<file path="config.mk">
export PLATFORM = sky130hd
export DESIGN_NAME = pcb_ctrl
export DESIGN_NICKNAME = d
export VERILOG_FILES = /design/src/core/pcb_ctrl.v
export VERILOG_INCLUDE_DIRS = /design/src /design/src/core
export SDC_FILE = /design/constraint.sdc
export NUM_CORES = 1
export LEC_CHECK = 0
export CAP_MARGIN = 5
export CELL_PAD_IN_SITES_DETAIL_PLACEMENT = 1
export CELL_PAD_IN_SITES_GLOBAL_PLACEMENT = 1
export CORE_MARGIN = 2
export CORE_UTILIZATION = 43
export CTS_CLUSTER_DIAMETER = 200
export DETAILED_ROUTE_END_ITERATION = 10
export DONT_BUFFER_PORTS = 1
export PLACE_DENSITY = 0.78
export SLEW_MARGIN = 20
export SYNTH_ARGS = -nofsm -noshare
export SYNTH_HDL_FRONTEND = slang
export SYNTH_SLANG_ARGS = --single-unit
</file>
<file path="constraint.sdc">
create_clock -name clk_i -period 4.8 [get_ports clk_i]
set_input_delay 0.96 -clock clk_i [delete_from_list [all_inputs] [get_ports clk_i]]
set_output_delay 0.96 -clock clk_i [all_outputs]
set_load 0.005 [all_outputs]
</file>
<file path="src/core/pcb_defines.vh">
`ifndef PCB_DEFINES_VH
`define PCB_DEFINES_VH
`define PCB_ADDR_CFG_ONE      8'h6B
`define PCB_ADDR_CFG_TWO      8'h6C
`define PCB_ADDR_STATUS       8'h6D
`define PCB_BIT_AUTO_OFFSET   6
`define PCB_BIT_SUB_BSLN_ONE  5
`define PCB_BIT_SUB_BSLN_ZERO 4
`define PCB_BIT_AUTO_BSLN     3
`define PCB_AVG_SEL_MSB       2
`define PCB_AVG_SEL_LSB       0
`define PCB_TGT_SEL_MSB       7
`define PCB_TGT_SEL_LSB       5
`define PCB_BIT_BSLN_ADJ      2
`define PCB_BIT_OFFS_ADJ      1
`define PCB_CFG_ONE_MASK      8'h7F
`define PCB_CFG_TWO_MASK      8'hE0
`define PCB_CFG_ONE_RST       8'h0C
`define PCB_CFG_TWO_RST       8'h00
`define PCB_OFFSET_STEP       9'h001
`define PCB_OFFSET_RST        9'h100
`define PCB_BSLN_RST          14'h3FFF
`endif

</file>
<file path="src/core/pcb_ctrl.v">
// Functional notes
// - auto offset on and prox running: zero result decrements matching nonzero offset by one.
// - each automatic offset decrement sets offset-adjusted flag, may raise calibration irq.
// - auto baseline on (reset): lower baseline to average when average is smaller.
// - each automatic baseline lowering sets baseline-adjusted flag, may raise irq.
// - average count field: n gives 2^n results (0 passes each result through); resets to 4.
// - each completed averaging run stores a 14-bit average, unless PCB_ADDR_CFG_ONE is written in that cycle.
// - search target equals 2^(field+2)-1, field in bits 7:5.
// - calibration irq asserted for these events only when enabled.
// - adjusted flags stay set until host writes one to their bit.
`include "pcb_defines.vh"
`timescale 1ns/10ps
`default_nettype none
module pcb_ctrl (
    input  wire        clk_i,
    input  wire        sys_rst_i,
    input  wire        reg_wr_i,
    input  wire [7:0]  reg_addr_i,
    input  wire [7:0]  reg_wdata_i,
    output reg  [7:0]  reg_rdata_o,
    input  wire        prox_run_i,
    input  wire        calibration_irq_en_i,
    input  wire        result_valid_i,
    input  wire [13:0] result_i,
    input  wire        result_chan_i,
    output reg  [8:0]  offset0_o,
    output reg  [8:0]  offset1_o,
    output reg  [13:0] prox_average_o,
    output reg         average_valid_o,
    output reg  [13:0] prox_baseline_o,
    output reg  [8:0]  search_target_o,
    output wire        subtract_baseline_one_o,
    output wire        subtract_baseline_zero_o,
    output wire        calibration_irq_o
);
    reg  [7:0]  cfg_one_q;
    reg  [7:0]  cfg_two_q;
    reg         offs_adj_q;
    reg         bsln_adj_q;
    reg  [21:0] acc_q;
    reg  [7:0]  cnt_q;
    wire        auto_offset_decrement_en = cfg_one_q[`PCB_BIT_AUTO_OFFSET];
    wire        auto_baseline_lower_en   = cfg_one_q[`PCB_BIT_AUTO_BSLN];
    wire [2:0]  average_count_sel =
                cfg_one_q[`PCB_AVG_SEL_MSB:`PCB_AVG_SEL_LSB];
    wire [2:0]  search_target_sel =
                cfg_two_q[`PCB_TGT_SEL_MSB:`PCB_TGT_SEL_LSB];
    wire        wr_one = reg_wr_i && reg_addr_i == `PCB_ADDR_CFG_ONE;
    wire        wr_two = reg_wr_i && reg_addr_i == `PCB_ADDR_CFG_TWO;
    wire        wr_st  = reg_wr_i && reg_addr_i == `PCB_ADDR_STATUS;
    wire        take   = result_valid_i && prox_run_i;
    wire        zero_hit = take && auto_offset_decrement_en &&
                           result_i == 14'h0000;
    wire        dec0 = zero_hit && !result_chan_i &&
                       offset0_o != 9'h000;
    wire        dec1 = zero_hit && result_chan_i &&
                       offset1_o != 9'h000;
    wire [7:0]  run_len = 8'h01 << average_count_sel;
    wire [21:0] acc_sum = acc_q + {8'h00, result_i};
    wire        run_done = take && (cnt_q + 8'h01 == run_len);
    wire [13:0] avg_now = (average_count_sel == 3'h0) ? result_i :
                          acc_sum[13 + average_count_sel -: 14];
    wire        lower = run_done && auto_baseline_lower_en &&
                        avg_now < prox_baseline_o;
    assign subtract_baseline_one_o  = cfg_one_q[`PCB_BIT_SUB_BSLN_ONE];
    assign subtract_baseline_zero_o = cfg_one_q[`PCB_BIT_SUB_BSLN_ZERO];
    assign calibration_irq_o = calibration_irq_en_i &&
                               (offs_adj_q || bsln_adj_q);
    always @(posedge clk_i) begin
        if (sys_rst_i) begin
            cfg_one_q       <= `PCB_CFG_ONE_RST;
            cfg_two_q       <= `PCB_CFG_TWO_RST;
            offs_adj_q      <= 1'b0;
            bsln_adj_q      <= 1'b0;
            // offsets start mid-range so zero results can walk them down
            offset0_o       <= `PCB_OFFSET_RST;
            offset1_o       <= `PCB_OFFSET_RST;
            acc_q           <= 22'h000000;
            cnt_q           <= 8'h00;
            prox_average_o  <= 14'h0000;
            average_valid_o <= 1'b0;
            prox_baseline_o <= `PCB_BSLN_RST;
            search_target_o <= 9'h000;
        end else begin
            if (wr_one) begin
                cfg_one_q <= reg_wdata_i & `PCB_CFG_ONE_MASK;
            end
            if (wr_two) begin
                cfg_two_q <= reg_wdata_i & `PCB_CFG_TWO_MASK;
            end
            search_target_o <= (9'h004 << search_target_sel) - 9'h001;
            if (dec0) begin
                offset0_o <= offset0_o - `PCB_OFFSET_STEP;
            end
            if (dec1) begin
                offset1_o <= offset1_o - `PCB_OFFSET_STEP;
            end
            // set wins over a simultaneous write-one clear
            if (dec0 || dec1) begin
                offs_adj_q <= 1'b1;
            end else if (wr_st && reg_wdata_i[`PCB_BIT_OFFS_ADJ]) begin
                offs_adj_q <= 1'b0;
            end
            if (lower) begin
                bsln_adj_q <= 1'b1;
                prox_baseline_o <= avg_now;
            end else if (wr_st && reg_wdata_i[`PCB_BIT_BSLN_ADJ]) begin
                bsln_adj_q <= 1'b0;
            end
            average_valid_o <= run_done;
            if (!prox_run_i || wr_one) begin
                acc_q <= 22'h000000;
                cnt_q <= 8'h00;
            end else if (run_done) begin
                acc_q <= 22'h000000;
                cnt_q <= 8'h00;
                prox_average_o <= avg_now;
            end else if (take) begin
                acc_q <= acc_sum;
                cnt_q <= cnt_q + 8'h01;
            end
        end
    end
    always @* begin
        case (reg_addr_i)
            `PCB_ADDR_CFG_ONE: reg_rdata_o = cfg_one_q;
            `PCB_ADDR_CFG_TWO: reg_rdata_o = cfg_two_q;
            `PCB_ADDR_STATUS:  reg_rdata_o = {5'h00, bsln_adj_q,
                                              offs_adj_q, 1'b0};
            default:           reg_rdata_o = 8'h00;
        endcase
    end
endmodule
`default_nettype wire

</file>
==> metrics.txt, run 1 <==
Die Y 130 um; share of cells above drive strength 1 between 20% and 30%; count of cell types in the netlist 96; mapped cell area ~0.0068 mm2; Synth top cells by count nand2_1, dfxtp_1, nor2_1, a21oi_1, inv_1; reg2reg start acc_q[0]; vias post-DR 6,794; crit share post-route 97.8%; H-Tree Depth 3; Most used DFF post-synth dfxtp_1; final hold viol count 0; Crit Path Category input pin to register; NetSw 0.000507 W; Hold WC Path Type register to register; Hold Buf Count CTS 0; Slowest cell on crit path or3_4; CTS buffer count 9; drt drc 0; vias in the first global route roughly 7,000; status complete, no violations; Period minus WS final 4.70 ns; Detailed Route Iter0 Violations 420; Net Sw Frac between 20 and 30%; Initial Utilization 44.3%; routability cong. approximately 0.96; Area contributors post-synth dfxtp_1, nand2_1, ha_1; Sink Count 96; gr usage total 28.1%; CP Launch Type input pin; first-pass GRT wire length 37,200 um; FFs w/ async S/R, synth 0%; Crit. Startpoint result_i[2]; Worst-Margin Slew 1.10 ns; sequential share of power approximately 45%; register area share after synthesis 28.3%; number of diodes 0; P_int 0.00130 W; final-report max-slew violation count 0; synth warn 0; Max-Cap Viols 0; 1st-pass router iterations 5; root buf cell clkbuf_16; CTS tree yes; largest net degree at the start of global routing between 40 and 50; Syn Nets 900; WL final 24,400 um; Final Setup Violations 0; Clock Path Buffers 2; die area 0.0168 mm2; VDD IR max 153 uV; Worst Path Arrival 4.91 ns; Post-Place Worst Slack -0.496 ns; Port Buf Inserts 0; Yosys top cell area share about 28%; CP endpoint kind register; fmax 213 MHz; Critical Path RT 5.02 ns; initial antenna violation count 0; LEAKAGE 3.20 nW; Hold Path Origin acc_q[13]; gr ovfl total 0; nets a little under 1,000; Syn Inst Count between 800 and 900; syn avg cell area 8.16 um2; critical path peak fanout 8; Clk network pwr share between 30% and 40%; wire per inst 21.9 um; max incr delay on CP 0.43 ns; Power Density around 220 mW/mm2; core area roughly 0.015 mm2; drt via density 6.10; DPL Wire Length 17,700 um; die width 130 um; worst-path cell chain ha_2 > a211oi_4 > buf_4 > buf_4 > or3_4 > a2111oi_4 > a211oi_4 > buf_4 > buf_4 > nor3_1 > a311oi_1 > and3_1 > ha_1 > a21oi_1 > nor2b_1 > o21ai_1 > o2111ai_2 > a211oi_4 > buf_12 > mux2i_1 > nand2_1; Relative slew margins 26.7%; Post-synth EDFFs 0; cell taking the most area after synthesis dfxtp_1; #FFs+latches synth 96; Most common cell on crit path buf_4; CTS clk-pin slew, worst paths 0.08 ns; final hold slack between 0.4 and 0.5 ns; Ports 104; Worst Clk Skew 0.0108 ns; row cnt 45; TNS Setup 0 ns; Clk Latency, worst-skew pair 0.37 ns; Final ANT Viol Nets 0; P&R area growth vs syn 20.9%; final worst-path setup slack 0.104 ns; count leader, synth nand2_1; Comb power frac 16.4%
-- power groups by stage --
stage	registers, W	logic, W	clock network (W)
3_3_place_gp	0.000822	0.000243	0
6_report	0.000804	0.000295	0.000704
2_1_floorplan	0.000821	0.000156	0
4_1_cts	0.000804	0.000260	0.000712
3_5_place_dp	0.000822	0.000254	0
5_1_grt	0.000804	0.000315	0.000753
-- per-layer routing --
layer  global-route usage (%)  share of wire [%]  vias up
met2                     46.4                 48      215
met3                     4.54                5.1       50
met4                     10.9                3.3        0
met5                        0                  0        -
met1                     36.9                 44     3382
li1                         -                  -     3147
-- path summary, 6_finish.rpt --
check,depth (start not counted),slack (ns),end
min,2,0.47,acc_q[13]
max,21,0.10,prox_baseline_o[0]
min reg2reg,2,0.47,acc_q[13]
max reg2reg,20,0.29,prox_baseline_o[0]
-- per-stage QoR --
stage	util [%]	std cells	total power [W]	area (um2)
2_1_floorplan	-	831	0.000977	6820
3_3_place_gp	49.2	1089	0.00106	7540
3_5_place_dp	49.2	1089	0.00108	7540
4_1_cts	51.5	1107	0.00178	7890
5_1_grt	53.6	1113	0.00187	8200
6_report	53.6	1113	0.00180	8200
-- logic make-up after synthesis --
group,synth area share [%]
simple gates,24.7
compound gates,23.1
flops,28.3
buf+inv,6.55
xor+xnor,4.91
fa+ha+maj,6.01
mux,6.42
-- sequential cells by signal, indices dropped and copies added, names as in the netlist --
signal / cells
cnt_q: 8
search_target_o: 8
prox_average_o: 14
bsln_adj_q: 1
offset1_o: 9
prox_baseline_o: 14
acc_q: 21
cfg_two_q: 3
offs_adj_q: 1
average_valid_o: 1
cfg_one_q: 7
offset0_o: 9
-- critical path: cells and delay by family --
kind | cells | cell delay (ns)
buffers and inverters | 5 | 0.78
AOI/OAI and AO/OA | 8 | 1.49
muxes | 1 | 0.17
adders and majority gates | 2 | 0.45
and+or+nand+nor | 5 | 1.05
-- cell type report --
type / instances / area [um2]
clock buffers: 10 / 229
clock inverters: 6 / 51.3
fillers: 1818 / 7110
inverters: 35 / 131
multi-input cells: 648 / 4750
flip-flops and latches: 96 / 1920
well taps: 211 / 264
repair buffers: 107 / 850
-- cells in the final DEF (no fill, tap or decap), types with 11 or more instances in the layout --
master	instances
mux4_2	12
buf_4	103
nor3_1	24
ha_1	21
a21o_1	14
nor2_1	79
nor4_1	11
o21a_1	12
inv_1	32
a211oi_1	11
xnor2_1	23
nand3_1	29
xor2_1	13
nand2_1	103
dfxtp_1	96
a21oi_1	55
o21ai_0	20
and2_1	12
-- repair_timing --
| item | 4_1_cts | 5_1_grt |
|---|---|---|
| pin swaps | 3 | 18 |
| setup buffers | 2 | 7 |
| gates resized for setup | 10 | 42 |
| setup endpoints to repair | 14 | 15 |
| cloned | 0 | 1 |
(Power assumes the default switching activity.)
==> run 2: changes to the inputs <==
--- a/config.mk
+++ b/config.mk
@@ -10,11 +10,12 @@
 export CELL_PAD_IN_SITES_DETAIL_PLACEMENT = 1
 export CELL_PAD_IN_SITES_GLOBAL_PLACEMENT = 1
 export CORE_MARGIN = 2
-export CORE_UTILIZATION = 43
+export CORE_UTILIZATION = 48
 export CTS_CLUSTER_DIAMETER = 200
 export DETAILED_ROUTE_END_ITERATION = 10
 export DONT_BUFFER_PORTS = 1
-export PLACE_DENSITY = 0.78
+export HOLD_SLACK_MARGIN = 0.1
+export PLACE_DENSITY = 0.83
 export SLEW_MARGIN = 20
 export SYNTH_ARGS = -nofsm -noshare
 export SYNTH_HDL_FRONTEND = slang
==> constraint.sdc (replaced) <==
create_clock -name clk_i -period 5.4 [get_ports clk_i]
set_input_delay 1.08 -clock clk_i [delete_from_list [all_inputs] [get_ports clk_i]]
set_output_delay 1.08 -clock clk_i [all_outputs]
set_load 0.005 [all_outputs]
==> metrics.txt, run 2 (synthesis results as in run 1) <==
final hold slack 0.466 ns (-0.00577 ns); CP endpoint kind register; commonest non-fill, non-tap cell in the layout nand2_1; TNS Setup 0 ns (unchanged); Clk network pwr share 40.6% (+1.6 points); Top reg by flops acc_q; Non-Filler Instances 1,003 (-9.9%); gr ovfl total 0 (unchanged); Crit Path Category input pin to register; critical path peak fanout 25 (+17); Power Density 211 mW/mm2 (-4.1%); WL final 21,700 um (-11%); Worst R2R Setup Slack 0.61 ns (+0.32 ns); FF-to-FF End prox_baseline_o[0]; crit path capture prox_baseline_o[0]; Clk Latency, worst-skew pair 0.36 ns (about the same); vias post-DR 6,445 (-5.1%); status complete, no violations; fmax around 190 MHz; Clock Path Buffers 2 (unchanged); Period minus WS final ~5.2 ns; Port Buf Inserts 0 (unchanged); 1st-pass router iterations 5 (unchanged); Die Y 123 um (-5.2%); most frequent cells in the layout nand2_1, dfxtp_1, nor2_1; die area 0.0151 mm2 (-10%); VDD IR max 172 uV (+12%); Critical Path RT 5.60 ns (+0.58 ns); Multi-input gate area 0.00445 mm2 (-6.3%); Crit. Startpoint result_i[0]; Setup Buffers After CTS 0 (-2); Ports 104 (unchanged); wire per inst 21.6 um (-1.2%); CTS clk-pin slew, worst paths 0.07 ns (about the same); DPL Wire Length 16,300 um (-7.8%); Hold Buf Count CTS 0 (unchanged); Hold Path Origin acc_q[10]; root buf cell clkbuf_16; Comb power frac 12.5% (-3.9 points); FF+latch area 0.00192 mm2 (unchanged); routability cong. 0.922 (-3.6%); Final ANT Viol Nets 0 (unchanged); Max-Cap Viols 0 (unchanged); H-Tree Depth 3 (unchanged); Relative slew margins 33.8% (+7.1 points); core area 0.0138 mm2 (-9.7%); P_int 0.00112 W (-14%); share of cells above drive strength 1 12.8% (-12 points); Sink Count 96 (unchanged); reg2reg start acc_q[0]; drt drc 0 (unchanged); CTS buffer count 9 (unchanged); max FFs per register 21 (unchanged); die width 123 um (-5.2%); Hold WC Path Type register to register; R2R depth 20 (unchanged); Worst Clk Skew 0.0106 ns (-0.000113 ns); final hold viol count 0 (unchanged); initial antenna violation count 0 (unchanged); Initial Utilization 49.1% (+4.8 points); Net Sw Frac 26.8% (-1.4 points); # fillers 1,687 (-7.2%); sequential share of power 46.9% (+2.3 points); CP Launch Type input pin; Detailed Route Iter0 Violations 470 (+12%); fin util 52.3% (-1.3 points); vias in the first global route 6,478 (-7.8%); gr usage total 28.9% (+0.83 points); Regs by FF count acc_q (21), prox_average_o (14), prox_baseline_o (14); drt via density 6.43 (+5.3%); first-pass GRT wire length 34,200 um (-8.1%); Worst-Margin Slew 0.993 ns (-0.104 ns); placed insts 987 (-9.4%); LEAKAGE 2.76 nW (-14%); largest net degree at the start of global routing 49 (unchanged); Finished Cell Area 0.00723 mm2 (-12%); final-report max-slew violation count 0 (unchanged); NetSw 0.000408 W (-20%); CTS tree yes; P&R area growth vs syn 6.58%; nets 887 (-8.2%); Worst Path Arrival 5.37 ns (+0.46 ns); placed standard-cell area 0.00692 mm2 (-8.1%); row cnt 43 (-4.4%); number of diodes 0 (unchanged); crit share post-route 95.9%; Final Setup Violations 0 (unchanged)
## run 2: worst min-delay path by stage
| stage | slack (ns) | endpoint | cells after the start |
|---|---|---|---|
| finish | 0.47 | acc_q[10] | 2 |
| global route | 0.49 | acc_q[11] | 2 |
| CTS | 0.47 | acc_q[10] | 2 |
| detailed placement | 0.46 | acc_q[10] | 2 |
| global placement | 0.45 | acc_q[11] | 2 |
| floorplan | 0.44 | acc_q[0] | 2 |
## run 2: worst max-delay path, stage by stage
cell and delay (ns):
ha_1 0.19, buf_4 0.15, a211oi_4 0.40, nor4_2 0.15, buf_4 0.16, nor4_1 0.38
nor3_1 0.16, buf_4 0.19, mux4_2 0.48, mux2i_1 0.32, inv_1 0.09, ha_1 0.32
a21o_1 0.18, a21oi_1 0.17, o2111ai_1 0.20, a211oi_4 0.25, buf_12 0.21, mux2i_1 0.23
nand2_1 0.09
## run 2: power groups by stage
stage	sequential (W)	combinational, W	clock (W)
after floorplan	0.000730	0.000138	0
after global placement	0.000731	0.000177	0
after detailed placement	0.000731	0.000184	0
after CTS	0.000714	0.000185	0.000625
after global routing	0.000714	0.000207	0.000660
final	0.000714	0.000191	0.000619
## run 2: repair_timing
action	in CTS	in global routing
endpoints found under the hold margin	0	0
endpoints found under the setup margin	0	12
resized for setup	0	6
## run 2: stage by stage
| step | power (W) | setup WS (ns) |
|---|---|---|
| after floorplan | 0.000868 | 0.124 |
| after global placement | 0.000908 | 0.0422 |
| after detailed placement | 0.000915 | -0.211 |
| after CTS | 0.00152 | 0.120 |
| after global routing | 0.00158 | -0.000706 |
| final | 0.00152 | 0.224 |
## run 2: area by class of cell
type	count	share of cell area, %
Timing Repair Buffer	28	3.08
Clock inverter	3	0.346
Sequential cell	96	26.6
Tap cell	180	3.11
Inverter	35	1.82
Multi-Input combinational cell	648	61.6
Clock buffer	13	3.46
## run 2: layer usage
layer / track usage [%] / vias up / share of wire, %
met1: 38.0 / 3222 / 44
met5: 0 / - / 0
met2: 47.5 / 196 / 47
li1: - / 2981 / -
met3: 4.97 / 46 / 5.6
met4: 10.8 / 0 / 2.7
==> run 3: changes to the inputs <==
--- a/config.mk
+++ b/config.mk
@@ -15,6 +15,7 @@
 export DETAILED_ROUTE_END_ITERATION = 10
 export DONT_BUFFER_PORTS = 1
 export HOLD_SLACK_MARGIN = 0.1
+export MAX_ROUTING_LAYER = met4
 export PLACE_DENSITY = 0.83
 export SLEW_MARGIN = 20
 export SYNTH_ARGS = -nofsm -noshare
==> metrics.txt, run 3 (synthesis results as in run 1) <==
status complete, no violations; max incr delay on CP 0.51 ns (+0.03 ns); vias in the first global route 6,557 (+1.2%); gr ovfl total 0 (unchanged); wire per inst 21.8 um (+0.65%); VDD IR max 132 uV (-23%); Port Buf Inserts 0 (unchanged); first-pass GRT wire length 34,200 um (about the same); fmax 195 MHz (+0.83%); die width 123 um (unchanged); WL final 22,000 um (+1.2%); Final ANT Viol Nets 0 (unchanged); Final Setup Violations 0 (unchanged); Clk Latency, worst-skew pair 0.36 ns (about the same); root buf cell clkbuf_16; Critical Path RT 5.64 ns (+0.04 ns); CTS buffer count 9 (unchanged); Sink Count 96 (unchanged); M1 WL 9400 um (-2.2%); die area 0.0151 mm2 (unchanged); H-Tree Depth 3 (unchanged); Relative slew margins 32.0% (-1.8 points); Slowest cell on crit path mux4_2; core area 0.0138 mm2 (unchanged); CTS tree yes; TNS Setup 0 ns (unchanged); Die Y 123 um (unchanged); Ports 104 (unchanged); fin util 52.4% (+0.14 points); placed standard-cell area 0.00695 mm2 (+0.43%); routability cong. 0.975 (+5.8%); met3 routed WL 1490 um (+23%); P&R area growth vs syn 6.88%; row cnt 43 (unchanged); Power Density 211 mW/mm2 (about the same); number of diodes 0 (unchanged); CP Launch Type input pin; Most common cell on crit path a21o_1; Regs by FF count acc_q (21), prox_average_o (14), prox_baseline_o (14); Initial Utilization 49.1% (unchanged); largest net degree at the start of global routing 49 (unchanged); commonest non-fill, non-tap cell in the layout nand2_1; Clock Path Buffers 2 (unchanged); most frequent cells in the layout nand2_1, dfxtp_1, nor2_1; share of cells above drive strength 1 13.0% (+0.29 points); CTS clk-pin slew, worst paths 0.07 ns (about the same); Worst Path Arrival 5.37 ns (about the same); Worst Clk Skew 0.0107 ns (+0.0000771 ns); metal2 WL 10,400 um (+1.1%); DR top layer met4; critical path peak fanout 25 (unchanged); Worst-Margin Slew 1.02 ns (+0.0248 ns); vias post-DR 6,474 (+0.45%); Finished Cell Area 0.00725 mm2 (+0.28%); crit share post-route 95.1% (-0.79 points); Non-Filler Instances 1,008 (+0.50%); LEAKAGE 2.79 nW (+1.1%); nets 892 (+0.56%); Top reg by flops acc_q; CP endpoint kind register; final hold viol count 0 (unchanged); DPL Wire Length 16,700 um (+2.2%); worst-path cell chain ha_1 > buf_4 > a211oi_2 > nor4_2 > nor3_2 > xnor2_1 > mux4_2 > mux2_2 > ha_1 > a21o_1 > a21o_1 > a21o_1 > nor3b_1 > nand4b_1 > a211oi_4 > buf_12 > nor2_1 > a211o_1; RSZ-0062 raised after global routing false; initial antenna violation count 0 (unchanged); # fillers 1,680 (-0.41%); gr usage total 29.8% (+0.84 points); drt via density 6.42 (about the same); Period minus WS final 5.13 ns (-0.0426 ns); Crit Path Category input pin to register; final-report max-slew violation count 0 (unchanged); 1st-pass router iterations 5 (unchanged); Max-Cap Viols 0 (unchanged); Hold WC Path Type register to register; max FFs per register 21 (unchanged); drt drc 0 (unchanged); placed insts 991 (+0.41%); Detailed Route Iter0 Violations 351 (-25%)
## run 3: metal layers
metal | vias up | track usage (%)
met5 | - | -
met4 | 0 | 10.8
met3 | 44 | 5.58
met2 | 215 | 48.6
met1 | 3203 | 36.7
li1 | 3012 | -
## run 3: per-stage QoR
| stage | power (W) | setup WS (ns) | hold WS [ns] |
|---|---|---|---|
| 2_1_floorplan | 0.000868 | 0.124 | 0.440 |
| 3_3_place_gp | 0.000910 | 0.0849 | 0.447 |
| 3_5_place_dp | 0.000918 | -0.212 | 0.459 |
| 4_1_cts | 0.00154 | 0.106 | 0.470 |
| 5_1_grt | 0.00158 | 0.0398 | 0.489 |
| 6_report | 0.00153 | 0.267 | 0.463 |
## run 3: worst paths after layout
kind                from                  to  slack [ns]  depth (start not counted)
min            acc_q[12]           acc_q[12]        0.46                          2
min reg2reg    acc_q[12]           acc_q[12]        0.46                          2
max reg2reg     acc_q[5]  prox_baseline_o[9]        0.66                         18
max          result_i[0]  prox_baseline_o[9]        0.27                         18
## run 3: final cells by class
| type | count | area, um2 | area share, % |
|---|---|---|---|
| Timing Repair Buffer | 33 | 264 | 3.64 |
| Clock inverter | 5 | 41.3 | 0.569 |
| Clock buffer | 11 | 233 | 3.21 |
| Tap cell | 180 | 225 | 3.11 |
| Multi-Input combinational cell | 648 | 4430 | 61.2 |
| Inverter | 35 | 131 | 1.81 |
| Sequential cell | 96 | 1920 | 26.5 |
## run 3: what timing repair did
item | in CTS | in global routing
hold buffers | 0 | 0
endpoints found under the setup margin | 0 | 15
resized for setup | 0 | 2
buffers inserted | 0 | 0
## run 3: worst max-delay path: cells and delay by family
| kind | cells | cell delay (ns) |
|---|---|---|
| AND/OR/NAND/NOR | 5 | 0.85 |
| buffers and inverters | 2 | 0.36 |
| multiplexers | 2 | 0.83 |
| XOR/XNOR | 1 | 0.19 |
| AO/OA/AOI/OAI | 6 | 1.55 |
| adder cells (fa/ha/maj) | 2 | 0.50 |
## run 3: where the power goes
group	total (W)	internal [W]	switching (W)
clock	0.000620	0.000318	0.000302
sequential	0.000714	0.000711	0.00000293
combinational	0.000194	0.0000782	0.000116
